**config.mk**
```make
export PLATFORM = sky130hd
export DESIGN_NAME = erm_top
export DESIGN_NICKNAME = d
export VERILOG_FILES = /design/src/rtl/erm_pkg.sv /design/src/rtl/erm_stream_if.sv /design/src/rtl/erm_fifo.sv /design/src/rtl/erm_top.sv
export SDC_FILE = /design/constraint.sdc
export NUM_CORES = 1
export LEC_CHECK = 0
export ABC_AREA = 0
export BUFFER_PORTS_ARGS = -buffer_cell sky130_fd_sc_hd__clkbuf_2
export CAP_MARGIN = 10
export CORE_MARGIN = 2
export CORE_UTILIZATION = 40
export DETAILED_ROUTE_END_ITERATION = 10
export GPL_TIMING_DRIVEN = 0
export PLACE_DENSITY = 0.64
export REMOVE_ABC_BUFFERS = 1
export SYNTH_ARGS = -nofsm -noshare
export SYNTH_HDL_FRONTEND = slang
export SYNTH_SLANG_ARGS = --single-unit
```
**constraint.sdc**
```tcl
create_clock -name pclk -period 5 [get_ports pclk]
set_input_delay 1 -clock pclk [delete_from_list [all_inputs] [get_ports pclk]]
set_output_delay 1 -clock pclk [all_outputs]
set_load 0.01 [all_outputs]
```
**src/rtl/erm_pkg.sv**
```systemverilog
package erm_pkg;

    // memory modes, fixed at build time
    typedef enum logic [2:0] {
        ERM_SP,
        ERM_SDP,
        ERM_TDP,
        ERM_SHIFT,
        ERM_ROM,
        ERM_FIFO
    } erm_mode_t;

    // physical block flavours
    typedef enum logic [1:0] {
        ERM_LARGE,
        ERM_MEDIUM,
        ERM_LUT
    } erm_blk_t;

    // read-during-write output choice
    typedef enum logic [1:0] {
        ERM_RDW_NEW,
        ERM_RDW_OLD,
        ERM_RDW_DC
    } erm_rdw_t;

    // apb register byte offsets
    localparam logic [11:0] ERM_CTRL_OFF = 12'h000;
    localparam logic [11:0] ERM_STAT_OFF = 12'h004;
    localparam logic [11:0] ERM_CNT_OFF = 12'h008;

    // control fields and reset value
    localparam int ERM_CTRL_OREG_BIT = 0;
    localparam int ERM_CTRL_RDW_LSB = 1;
    localparam logic [31:0] ERM_CTRL_RST = 32'h0000_0001;

    // status fields
    localparam int ERM_STAT_MODE_LSB = 0;
    localparam int ERM_STAT_BLK_LSB = 4;
    localparam int ERM_STAT_ERR_BIT = 8;
    localparam int ERM_STAT_LVL_LSB = 16;

    // counter fields
    localparam int ERM_CNT_RD_LSB = 16;

    // fifo depth and rom image seed
    localparam int ERM_FIFO_DEPTH = 8;
    localparam logic [31:0] ERM_ROM_SEED = 32'h5a5a_5a5a;

endpackage : erm_pkg

```
**src/rtl/erm_stream_if.sv**
```systemverilog
`timescale 1ns/1ps
// valid/ready word stream between the top and its fifo
interface erm_stream_if #(
    parameter int W = 16
) ();
    logic valid;
    logic ready;
    logic [W-1:0] data;

    modport src (output valid, output data, input ready);
    modport snk (input valid, input data, output ready);
endinterface : erm_stream_if

```
**src/rtl/erm_fifo.sv**
```systemverilog
`timescale 1ns/1ps
module erm_fifo #(
    parameter int WIDTH = 16,
    parameter int DEPTH = 8
) (
    input wire logic pclk,                 // clock
    input wire logic presetn,              // async reset, active low
    erm_stream_if.snk wr,                  // fill side
    erm_stream_if.src rd,                  // drain side
    output logic [$clog2(DEPTH):0] level   // words held
);
    localparam int AW = $clog2(DEPTH);
    localparam logic [AW-1:0] LAST = AW'(DEPTH - 1);
    localparam logic [AW:0] FULL = (AW + 1)'(DEPTH);

    logic [WIDTH-1:0] store [DEPTH];
    logic [AW-1:0] wp;
    logic [AW-1:0] rp;
    logic [AW:0] count;
    wire push;
    wire pop;

    ////////////////////////////////////////////////////////////////////
    // handshakes and flags
    assign wr.ready = (count != FULL);
    assign rd.valid = (count != '0);
    assign rd.data = store[rp];
    assign push = wr.valid && wr.ready;
    assign pop = rd.valid && rd.ready;
    assign level = count;

    ////////////////////////////////////////////////////////////////////
    // pointers and occupancy
    always_ff @(posedge pclk or negedge presetn) begin
        if (!presetn) begin
            wp <= '0;
            rp <= '0;
            count <= '0;
        end else begin
            if (push) wp <= (wp == LAST) ? '0 : wp + 1'b1;
            if (pop) rp <= (rp == LAST) ? '0 : rp + 1'b1;
            if (push && !pop) count <= count + 1'b1;
            else if (pop && !push) count <= count - 1'b1;
        end
    end

    // storage write
    always_ff @(posedge pclk) begin
        if (push) store[wp] <= wr.data;
    end

endmodule : erm_fifo

```
**src/rtl/erm_top.sv**
```systemverilog
`timescale 1ns/1ps
module erm_top #(
    parameter erm_pkg::erm_mode_t MODE = erm_pkg::ERM_SP,
    parameter erm_pkg::erm_blk_t BLOCK = erm_pkg::ERM_LARGE,
    parameter int WIDTH = 16,
    parameter int DEPTH = 32,
    parameter bit HAS_RDEN = 1'b1,
    parameter bit ROM_ADDR_UNREG = 1'b0,
    parameter int TAP_LEN = 4,
    parameter int TAPS = 4,
    parameter int FIFO_RD_W = 16,
    parameter logic [WIDTH-1:0] DC_WORD = '1
) (
    input wire logic pclk,                  // clock
    input wire logic presetn,               // async reset, active low
    input wire logic out_aclr,              // async clear of output registers
    input wire logic psel,                  // apb select
    input wire logic penable,               // apb enable
    input wire logic pwrite,                // apb direction
    input wire logic [11:0] paddr,          // apb address
    input wire logic [31:0] pwdata,         // apb write data
    output logic [31:0] prdata,             // apb read data
    output logic pready,                    // apb ready
    output logic pslverr,                   // apb error
    input wire logic [$clog2(DEPTH)-1:0] a_addr, // port a address
    input wire logic [WIDTH-1:0] a_wdata,   // port a write data
    input wire logic a_wren,                // port a write enable
    input wire logic a_rden,                // port a read enable
    output logic [WIDTH-1:0] a_rdata,       // port a read data
    input wire logic [$clog2(DEPTH)-1:0] b_addr, // port b address
    input wire logic [WIDTH-1:0] b_wdata,   // port b write data
    input wire logic b_wren,                // port b write enable
    input wire logic b_rden,                // port b read enable
    output logic [WIDTH-1:0] b_rdata,       // port b read data
    input wire logic [WIDTH-1:0] sh_in,     // shift data in
    input wire logic sh_en,                 // shift step
    output logic [TAPS*WIDTH-1:0] sh_taps,  // tap words
    output logic [WIDTH-1:0] sh_out,        // last tap, for chaining
    input wire logic f_in_valid,            // fifo push valid
    input wire logic [WIDTH-1:0] f_in_data, // fifo push data
    output logic f_in_ready,                // fifo push ready
    output logic f_out_valid,               // fifo pop valid
    output logic [WIDTH-1:0] f_out_data,    // fifo pop data
    input wire logic f_out_ready,           // fifo pop ready
    output logic cfg_error                  // illegal build setting
);
    import erm_pkg::*;

    localparam int AW = $clog2(DEPTH);
    localparam int SH_LEN = TAP_LEN * TAPS;
    localparam int LW = $clog2(ERM_FIFO_DEPTH) + 1;

    ////////////////////////////////////////////////////////////////////
    // build-time legality of the mode
    wire is_lut = (BLOCK == ERM_LUT);
    wire bad_tdp = is_lut && (MODE == ERM_TDP);
    wire bad_fifo = is_lut && (MODE == ERM_FIFO)
        && (FIFO_RD_W != WIDTH);
    wire ok = !(bad_tdp || bad_fifo);
    assign cfg_error = !ok;

    // mode decode, mode never changes after build
    wire m_sp = (MODE == ERM_SP);
    wire m_sdp = (MODE == ERM_SDP);
    wire m_tdp = (MODE == ERM_TDP);
    wire m_sh = (MODE == ERM_SHIFT);
    wire m_rom = (MODE == ERM_ROM);
    wire m_fifo = (MODE == ERM_FIFO);

    ////////////////////////////////////////////////////////////////////
    // software registers
    logic [31:0] ctrl;
    logic [15:0] wr_cnt;
    logic [15:0] rd_cnt;
    wire [LW-1:0] f_level;
    wire oreg = ctrl[ERM_CTRL_OREG_BIT];
    wire [1:0] rdw_sel = ctrl[ERM_CTRL_RDW_LSB +: 2];

    // enables with the read enable port optionally absent
    wire a_rd_req = HAS_RDEN ? a_rden : 1'b1;
    wire b_rd_req = HAS_RDEN ? b_rden : 1'b1;

    // write and read qualifiers per port
    wire wr_a = ok && a_wren && (m_sp || m_sdp || m_tdp);
    wire wr_b = ok && b_wren && m_tdp;
    wire rd_a = ok && a_rd_req && (m_sp || m_tdp);
    wire rd_b = ok && b_rd_req && (m_sdp || m_tdp);
    wire rom_ld = ok && a_rd_req && m_rom;
    wire sh_step = ok && sh_en && m_sh;

    ////////////////////////////////////////////////////////////////////
    // storage and initial image
    logic [WIDTH-1:0] mem [DEPTH];

    function automatic logic [WIDTH-1:0] init_word(input int i);
        logic [31:0] v;
        v = ERM_ROM_SEED ^ 32'(i);
        init_word = (MODE == ERM_ROM) ? WIDTH'(v) : '0;
    endfunction : init_word

    // memory writes; port a wins a same-address double write
    always_ff @(posedge pclk or negedge presetn) begin
        if (!presetn) begin
            for (int i = 0; i < DEPTH; i++) mem[i] <= init_word(i);
        end else if (sh_step) begin
            mem[0] <= sh_in;
            for (int i = 1; i < SH_LEN; i++) mem[i] <= mem[i-1];
        end else begin
            if (wr_b) mem[b_addr] <= b_wdata;
            if (wr_a) mem[a_addr] <= a_wdata;
        end
    end

    ////////////////////////////////////////////////////////////////////
    // port a read data, with read-during-write choice
    wire [WIDTH-1:0] a_word = mem[a_addr];
    wire [WIDTH-1:0] b_word = mem[b_addr];
    wire [WIDTH-1:0] a_rdw_word =
        (rdw_sel == ERM_RDW_NEW) ? a_wdata :
        (rdw_sel == ERM_RDW_OLD) ? a_word : DC_WORD;
    wire [WIDTH-1:0] next_a_q = wr_a ? a_rdw_word : a_word;
    wire clr_n = presetn && !out_aclr;
    logic [WIDTH-1:0] a_q;
    logic [WIDTH-1:0] b_q;

    // port a output register; held while the read enable is low
    always_ff @(posedge pclk or negedge clr_n) begin
        if (!clr_n) a_q <= '0;
        else if (rd_a) a_q <= next_a_q;
    end

    // port b output register; old word on a cross-port collision
    always_ff @(posedge pclk or negedge clr_n) begin
        if (!clr_n) b_q <= '0;
        else if (rd_b) b_q <= b_word;
    end

    ////////////////////////////////////////////////////////////////////
    // rom path: address stage, optional bypass on the lut block
    wire addr_unreg = is_lut && ROM_ADDR_UNREG;
    logic [AW-1:0] rom_addr_q;
    logic rom_v;
    logic [WIDTH-1:0] rom_q;
    wire [AW-1:0] rom_addr = addr_unreg ? a_addr : rom_addr_q;
    wire [WIDTH-1:0] rom_word = mem[rom_addr];
    wire rom_cap = addr_unreg ? rom_ld : rom_v;

    // rom address register and its valid flag
    always_ff @(posedge pclk or negedge presetn) begin
        if (!presetn) begin
            rom_addr_q <= '0;
            rom_v <= 1'b0;
        end else begin
            if (rom_ld) rom_addr_q <= a_addr;
            rom_v <= rom_ld;
        end
    end

    // rom output register, cleared asynchronously by out_aclr like the port a and b registers
    always_ff @(posedge pclk or negedge clr_n) begin
        if (!clr_n) rom_q <= '0;
        else if (rom_cap) rom_q <= rom_word;
    end

    // output selection per mode
    wire [WIDTH-1:0] rom_out = oreg ? rom_q : rom_word;
    assign a_rdata = m_rom ? rom_out : a_q;
    assign b_rdata = b_q;

    ////////////////////////////////////////////////////////////////////
    // shift taps, one word at the end of each tap
    genvar t;
    generate
        for (t = 0; t < TAPS; t++) begin : g_tap
            assign sh_taps[t*WIDTH +: WIDTH] =
                mem[(t + 1) * TAP_LEN - 1];
        end
    endgenerate
    assign sh_out = mem[SH_LEN - 1];

    ////////////////////////////////////////////////////////////////////
    // fifo storage, only live in fifo mode on a legal build
    wire fifo_on = ok && m_fifo;
    erm_stream_if #(.W(WIDTH)) fifo_in ();
    erm_stream_if #(.W(WIDTH)) fifo_out ();

    assign fifo_in.valid = f_in_valid && fifo_on;
    assign fifo_in.data = f_in_data;
    assign f_in_ready = fifo_in.ready && fifo_on;
    assign f_out_valid = fifo_out.valid && fifo_on;
    assign f_out_data = fifo_out.data;
    assign fifo_out.ready = f_out_ready && fifo_on;

    // the fifo buffer itself
    erm_fifo #(
        .WIDTH(WIDTH),
        .DEPTH(ERM_FIFO_DEPTH)
    ) u_fifo (
        .pclk(pclk),
        .presetn(presetn),
        .wr(fifo_in),
        .rd(fifo_out),
        .level(f_level)
    );

    ////////////////////////////////////////////////////////////////////
    // operation counters
    wire [15:0] wr_inc = 16'(wr_a) + 16'(wr_b);
    wire [15:0] rd_inc = 16'(rd_a) + 16'(rd_b) + 16'(rom_ld);

    // apb decode
    wire acc = psel && penable;
    wire hit_ctrl = (paddr == ERM_CTRL_OFF);
    wire hit_stat = (paddr == ERM_STAT_OFF);
    wire hit_cnt = (paddr == ERM_CNT_OFF);
    wire hit_any = hit_ctrl || hit_stat || hit_cnt;
    wire wr_ctrl = acc && pwrite && hit_ctrl;
    wire clr_cnt = acc && pwrite && hit_cnt;

    // control register and counters
    always_ff @(posedge pclk or negedge presetn) begin
        if (!presetn) begin
            ctrl <= ERM_CTRL_RST;
            wr_cnt <= '0;
            rd_cnt <= '0;
        end else begin
            if (wr_ctrl) ctrl <= pwdata & 32'h0000_0007;
            wr_cnt <= clr_cnt ? wr_inc : wr_cnt + wr_inc;
            rd_cnt <= clr_cnt ? rd_inc : rd_cnt + rd_inc;
        end
    end

    // status word
    logic [31:0] stat;
    always_comb begin
        stat = '0;
        stat[ERM_STAT_MODE_LSB +: 3] = MODE;
        stat[ERM_STAT_BLK_LSB +: 2] = BLOCK;
        stat[ERM_STAT_ERR_BIT] = cfg_error;
        stat[ERM_STAT_LVL_LSB +: LW] = f_level;
    end

    // read mux and answer
    wire [31:0] cnt_word = {rd_cnt, wr_cnt};
    assign prdata = hit_ctrl ? ctrl :
                    hit_stat ? stat :
                    hit_cnt ? cnt_word : 32'h0000_0000;
    assign pready = 1'b1;
    assign pslverr = acc && !hit_any;

endmodule : erm_top

```
Word-level counts from Yosys, hierarchy flattened:

Cells that the tools add are included.

* flip-flop bits (word level): 563
* output and inout bits: 165

* equality and inequality tests: 3
* $add $sub $neg: 2
* multiplexer cells: 14
* $lt $le $gt $ge: 2
* bitwise operators: 1
* reduce and logical (&&, ||, !) cells: 13

Operator list (number)
* 512-bit bitwise mux: 1
* 16-bit 2-to-1 mux: 8
* 32-bit 2-to-1 mux: 3
* 16-bit binary-select mux with 5-bit select: 1
* 16-bit demux with 5-bit select: 1
* 16-bit by 1-bit adder with 16-bit output: 2
* 12-bit by 3-bit equality test with 1-bit output, second input constant: 1
* 12-bit by 4-bit equality test with 1-bit output, second input constant: 1
* 12-bit zero test: 1
* 1-bit logical AND: 7
* 6-bit greater-or-equal comparator, second input constant: 1
* 6-bit by 1-bit < comparator with 1-bit output, second input constant: 1
* 5-bit inverter with 6-bit output: 1
* 2-bit by 1-bit equality test with 1-bit output, second input constant: 1
* 1-bit zero test: 2
* 2-bit zero test: 1
* 1-bit logical OR: 2

Depth between registers and ports, before layout:

* depth after elaboration: 7
* depth in mapped cells: 8
* mapped depth without buffers: 6

By module:

Synthesis repeated with hierarchy kept, for this count alone.

* cells, all modules: 2228
* area total of the unflattened synthesis: 32721.4 um^2

Modules (own cells, without submodules)
* erm_top: times used 1, sequential area each 14089.8 um^2, area each 27123.5 um^2, cells an instance 1978
* erm_fifo: times used 1, sequential area each 4093.9 um^2, area each 5597.9 um^2, cells an instance 250

Worst setup path after synthesis:

No wires, ideal clock.

* kind: input port to output port
* from: input port paddr[7]
* to: output port prdata[0]
* arrival time: 2.175 ns
* path slack: 1.825 ns
* stages: 5
* required time: 4.000 ns
* cell sequence: nor4_1 > nand3_1 > nor3_1 > clkbuf_1 > a22o_1

* cells in the longest elaborated chain, start to end: 4
* elaborated cells on any way between the ends: 6
* classes of those cells: eq/ne: 2; mux: 3; reduce/logical: 1

Ends and longest elaborated chain
* start: declaration: RTL line erm_top.sv:20 `input wire logic [11:0] paddr,`
* 12-bit by 4-bit equality test with 1-bit output: RTL line erm_top.sv:215 `wire hit_cnt = (paddr == ERM_CNT_OFF);`
* 32-bit 2-to-1 mux: RTL line erm_top.sv:247 `hit_cnt ? cnt_word : 32'h0000_0000;`
* 32-bit 2-to-1 mux: RTL line erm_top.sv:246 `hit_stat ? stat :`
* 32-bit 2-to-1 mux *: RTL line erm_top.sv:245 `assign prdata = hit_ctrl ? ctrl :`
* end: declaration: RTL line erm_top.sv:22 `output logic [31:0] prdata,`

Every way passes the cells marked *; elsewhere a longest branch is shown, timed or not.

Worst setup path after layout:

* from: input port a_addr[0]
* to: register mem[481] (netlist name)

* cells in the longest elaborated chain, start to end: 6
* elaborated cells on any way between the ends: 7
* classes of those cells: order compare: 2; mux: 3; bitwise: 1; reduce/logical: 1

Ends and longest elaborated chain
* start: declaration: RTL line erm_top.sv:25 `input wire logic [$clog2(DEPTH)-1:0] a_addr,`
* 5-bit inverter with 6-bit output (implied by the code) *: RTL line erm_top.sv:110 `if (wr_a) mem[a_addr] <= a_wdata;`
* 6-bit greater-or-equal comparator (implied by the code) or 6-bit by 1-bit < comparator with 1-bit output (tied branches): RTL line erm_top.sv:110
* 1-bit logical AND (implied by the code): RTL line erm_top.sv:110
* 16-bit 2-to-1 mux (implied by the code): RTL line erm_top.sv:110
* 16-bit demux with 5-bit select *: RTL line erm_top.sv:110
* 512-bit bitwise mux *: RTL line erm_top.sv:110
* end signal: indexed assignment: RTL line erm_top.sv:109 `if (wr_b) mem[b_addr] <= b_wdata;`
* end signal: indexed assignment: RTL line erm_top.sv:110
* end: declaration: RTL line erm_top.sv:93 `logic [WIDTH-1:0] mem [DEPTH];`

Marks and branches as above.
A chain may end at the register's enable or synchronous reset.

==> key figures <==
Worst setup path
  • Crit end category: flip-flop
  • Crit Path Category: input pin to flip-flop
  • Critical path startpoint: a_addr[0]
  • Crit start category: input pin
  • Worst path max stage delay: between 1 and 1.5 ns
  • Worst R2R Setup Slack: 2.17 ns
  • Max Fanout on Critical Path: 83
  • Worst Path Arrival: approximately 4.6 ns
  • Slowest cell on crit path: nor2_2
  • Worst reg2reg startpoint: ctrl[1]
  • Crit-path most repeated cell: buf_16
  • Buffer and inverter count on the worst path: 3
  • Cells along the critical path: clkbuf_8, buf_16, buf_16, nand3b_2, nor2_2, mux2_2
  • Worst path top cell family by delay: buffers and inverters
  • Worst Path Required: 5.50 ns

Yosys
  • Commonest cells in the netlist: dfrtp_1 (562), mux2_2 (521), mux2i_1 (161)
  • Largest area contributor in the netlist: dfrtp_1
  • Count leader, synth: dfrtp_1
  • Top_reg_cell synth: dfrtp_1
  • Yosys top cell area share: 0.521
  • Top cells by area, synth: dfrtp_1 (52%), mux2_2 (22%), mux2i_1 (6.0%), buf_4 (4.0%), mux4_2 (4.0%)
  • Post-synthesis cell area: 27000 sq um
  • FFs w/ async S/R, synth: 1.00
  • Number of flops mapped to enable cells by yosys: 0
  • Syn Area/Cell: around 14 sq um
  • Sequential cell area fraction in the yosys report: 0.522
  • Synth Instances: 1972
  • Library cells used by synthesis: 60
  • Synth warn: 0
  • Yosys reg bits: around 560

Global routing
  • Overflow after GRT: 0
  • GRT Total Usage: 0.217
  • Largest net degree at the start of global routing: between 100 and 150
  • Vias in the first global route: 17227
  • First-pass GRT wire length: 113 mm
  • Initial antenna violation count: 0

Run
  • Maxcap violations: 0

Drt
  • 1st-iter DRT viols: ~1400
  • DR vias: approximately 17000
  • Met1 Wirelength: 32.7 mm
  • Routed WL: 76.0 mm
  • Initial DRT Pass Iterations: 5
  • Routed length per instance: 26.1 microns
  • DR WL met3: 4.76 mm
  • Post-DR vias/cell: approximately 5.8
  • Metal2 WL: 35.8 mm
  • # DRC: 0
  • Post-route ant nets: 0
  • Max Used Layer: met4

Timing
  • # setup viols final: 0
  • Worst-margin pin slew: roughly 1.3 ns
  • Final worst slack: about 0.91 ns
  • Final Max Tran Viols: 0
  • RSZ-0062 raised after global routing: false
  • Fmax achieved: roughly 240 MHz
  • Hold slack: 0.313 ns
  • Final hold violation count: 0
  • Tmin final: 4.09 ns
  • Final TNS setup: 0 ns
  • Period Utilization, post-route: 0.818
  • Slew headroom: 0.112
  • Worst Clk Skew: approximately 0.027 ns

Power
  • Max IR drop VDD: 0.000309 V
  • P per Cell Area: roughly 420 nW/um^2
  • Sw power: roughly 3400 uW
  • Clock share of power: 0.364
  • Logic gate share of total power: 0.163
  • Sw Ratio: 0.267
  • Int Pwr: 9250 uW
  • Pleak: 0.0137 uW
  • Seq pwr share: 0.473

Floorplanning
  • Rows: 95
  • Initial Util: 0.403
  • Io pins: between 200 and 300
  • Core Area: 67000 sq um
  • Chip height: 264 microns
  • Die area: 69600 sq um
  • Die width: 264 microns

Clock tree
  • Clock Tree Buf Depth: 3
  • CTS tree: yes
  • # hold bufs at CTS: 0
  • Post_cts resized: 0
  • Root Driver: clkbuf_16
  • Worst skew pair latency: 0.64 ns
  • CTS H-tree lvls: 2
  • CTS clk-pin slew, worst paths: 0.06 ns
  • Num Clock Sinks: 563
  • # Post-CTS Setup Buffers: 0
  • CTS buffer count: 60

Final layout
  • Syn-to-layout area delta: 11.4%
  • Nets: around 2100
  • Antenna diodes: 0
  • Layout cells sized above 1: 0.447
  • Fillers: 6027
  • Final Util: 0.449
  • Cell area after layout: between 30000 and 40000 sq um

Worst hold path
  • Hold WC Path Type: input pin to asynchronous set/reset pin

Placed design
  • Placer's final routability congestion estimate: 0.823
  • Dpl ws: 0.281 ns
  • Post-DP HPWL: 47.7 mm
  • Placement Cell Area: 27900 sq um
  • I/O Buffers: 172

Run status
  • Status: completed
-- worst paths after layout --
path | to | cells past startpoint
setup / recovery | mem[481] | 6
hold / removal | rd_cnt[8] | 1
setup reg to reg | a_rdata[7] | 5
hold reg to reg | mem[54] | 1
max in group asynchronous | a_rdata[2] | 5
min in group pclk | mem[54] | 1
-- cell families after synthesis --
group,after synthesis,synth area share
other,2,0.000278
XOR/XNOR,21,0.00681
adder cells (fa/ha/maj),4,0.00185
AND/OR/NAND/NOR,219,0.0507
AO/OA/AOI/OAI,152,0.0375
multiplexers,735,0.319
flip-flops,563,0.522
buffers and inverters,276,0.0621
-- metrics by stage --
step / cells / power [uW]
after floorplan: 1734 / 7210
after global placement: 2779 / 8010
after detailed placement: 2800 / 8110
after CTS: 2908 / 12700
after global routing: 2914 / 13200
final: 2914 / 12600
-- sequential cells by signal (all words and copies together), names as in the netlist --
| signal | cells |
|---|---|
| a_rdata | 16 |
| ctrl | 3 |
| mem | 448 |
| rd_cnt | 16 |
| sh_out | 16 |
| sh_taps | 48 |
| wr_cnt | 16 |
-- area by class of cell --
cell class | instances | area, sq um | area share
Multi-Input combinational cell | 1167 | 11400 | 0.378
Sequential cell | 563 | 14100 | 0.468
Clock buffer | 87 | 1770 | 0.0589
Inverter | 4 | 15.0 | 0.000499
Tap cell | 873 | 1090 | 0.0363
Timing Repair Buffer | 199 | 1460 | 0.0485
Clock inverter | 21 | 268 | 0.00890
-- layout by cell type, fill, tap and decap left out, types with 7 or more instances in the layout --
cell type and instances:
a211oi_1 9, a21oi_1 14, a31oi_1 10, and2_1 27, and3_1 8, buf_16 15
buf_8 7, clkbuf_1 10, clkbuf_16 60, clkbuf_2 169, clkbuf_8 19, clkinv_2 11
conb_1 36, dfrtp_1 562, mux2_2 521, mux2i_1 161, mux4_2 48, nand2_1 15
nand2_2 13, nand3_1 18, nand4_1 11, nor2_1 35, nor2_2 15, nor4_1 21
o221ai_1 10, o22ai_1 86, xor2_1 15
-- power by group through the flow --
stage	logic, uW	registers [uW]	clock network, uW
floorplan	1270	5930	0
global placement	2040	5980	0
detailed placement	2070	6040	0
CTS	2080	5960	4660
global route	2230	6080	4850
finish	2060	5970	4590
-- layer usage --
| layer | up-vias | GRT usage |
|---|---|---|
| met5 | - | 0 |
| met4 | 0 | 0.0757 |
| met3 | 150 | 0.0385 |
| met2 | 591 | 0.348 |
| met1 | 8940 | 0.297 |
| li1 | 7122 | - |
No activity file was read; power rests on OpenSTA's default activity.
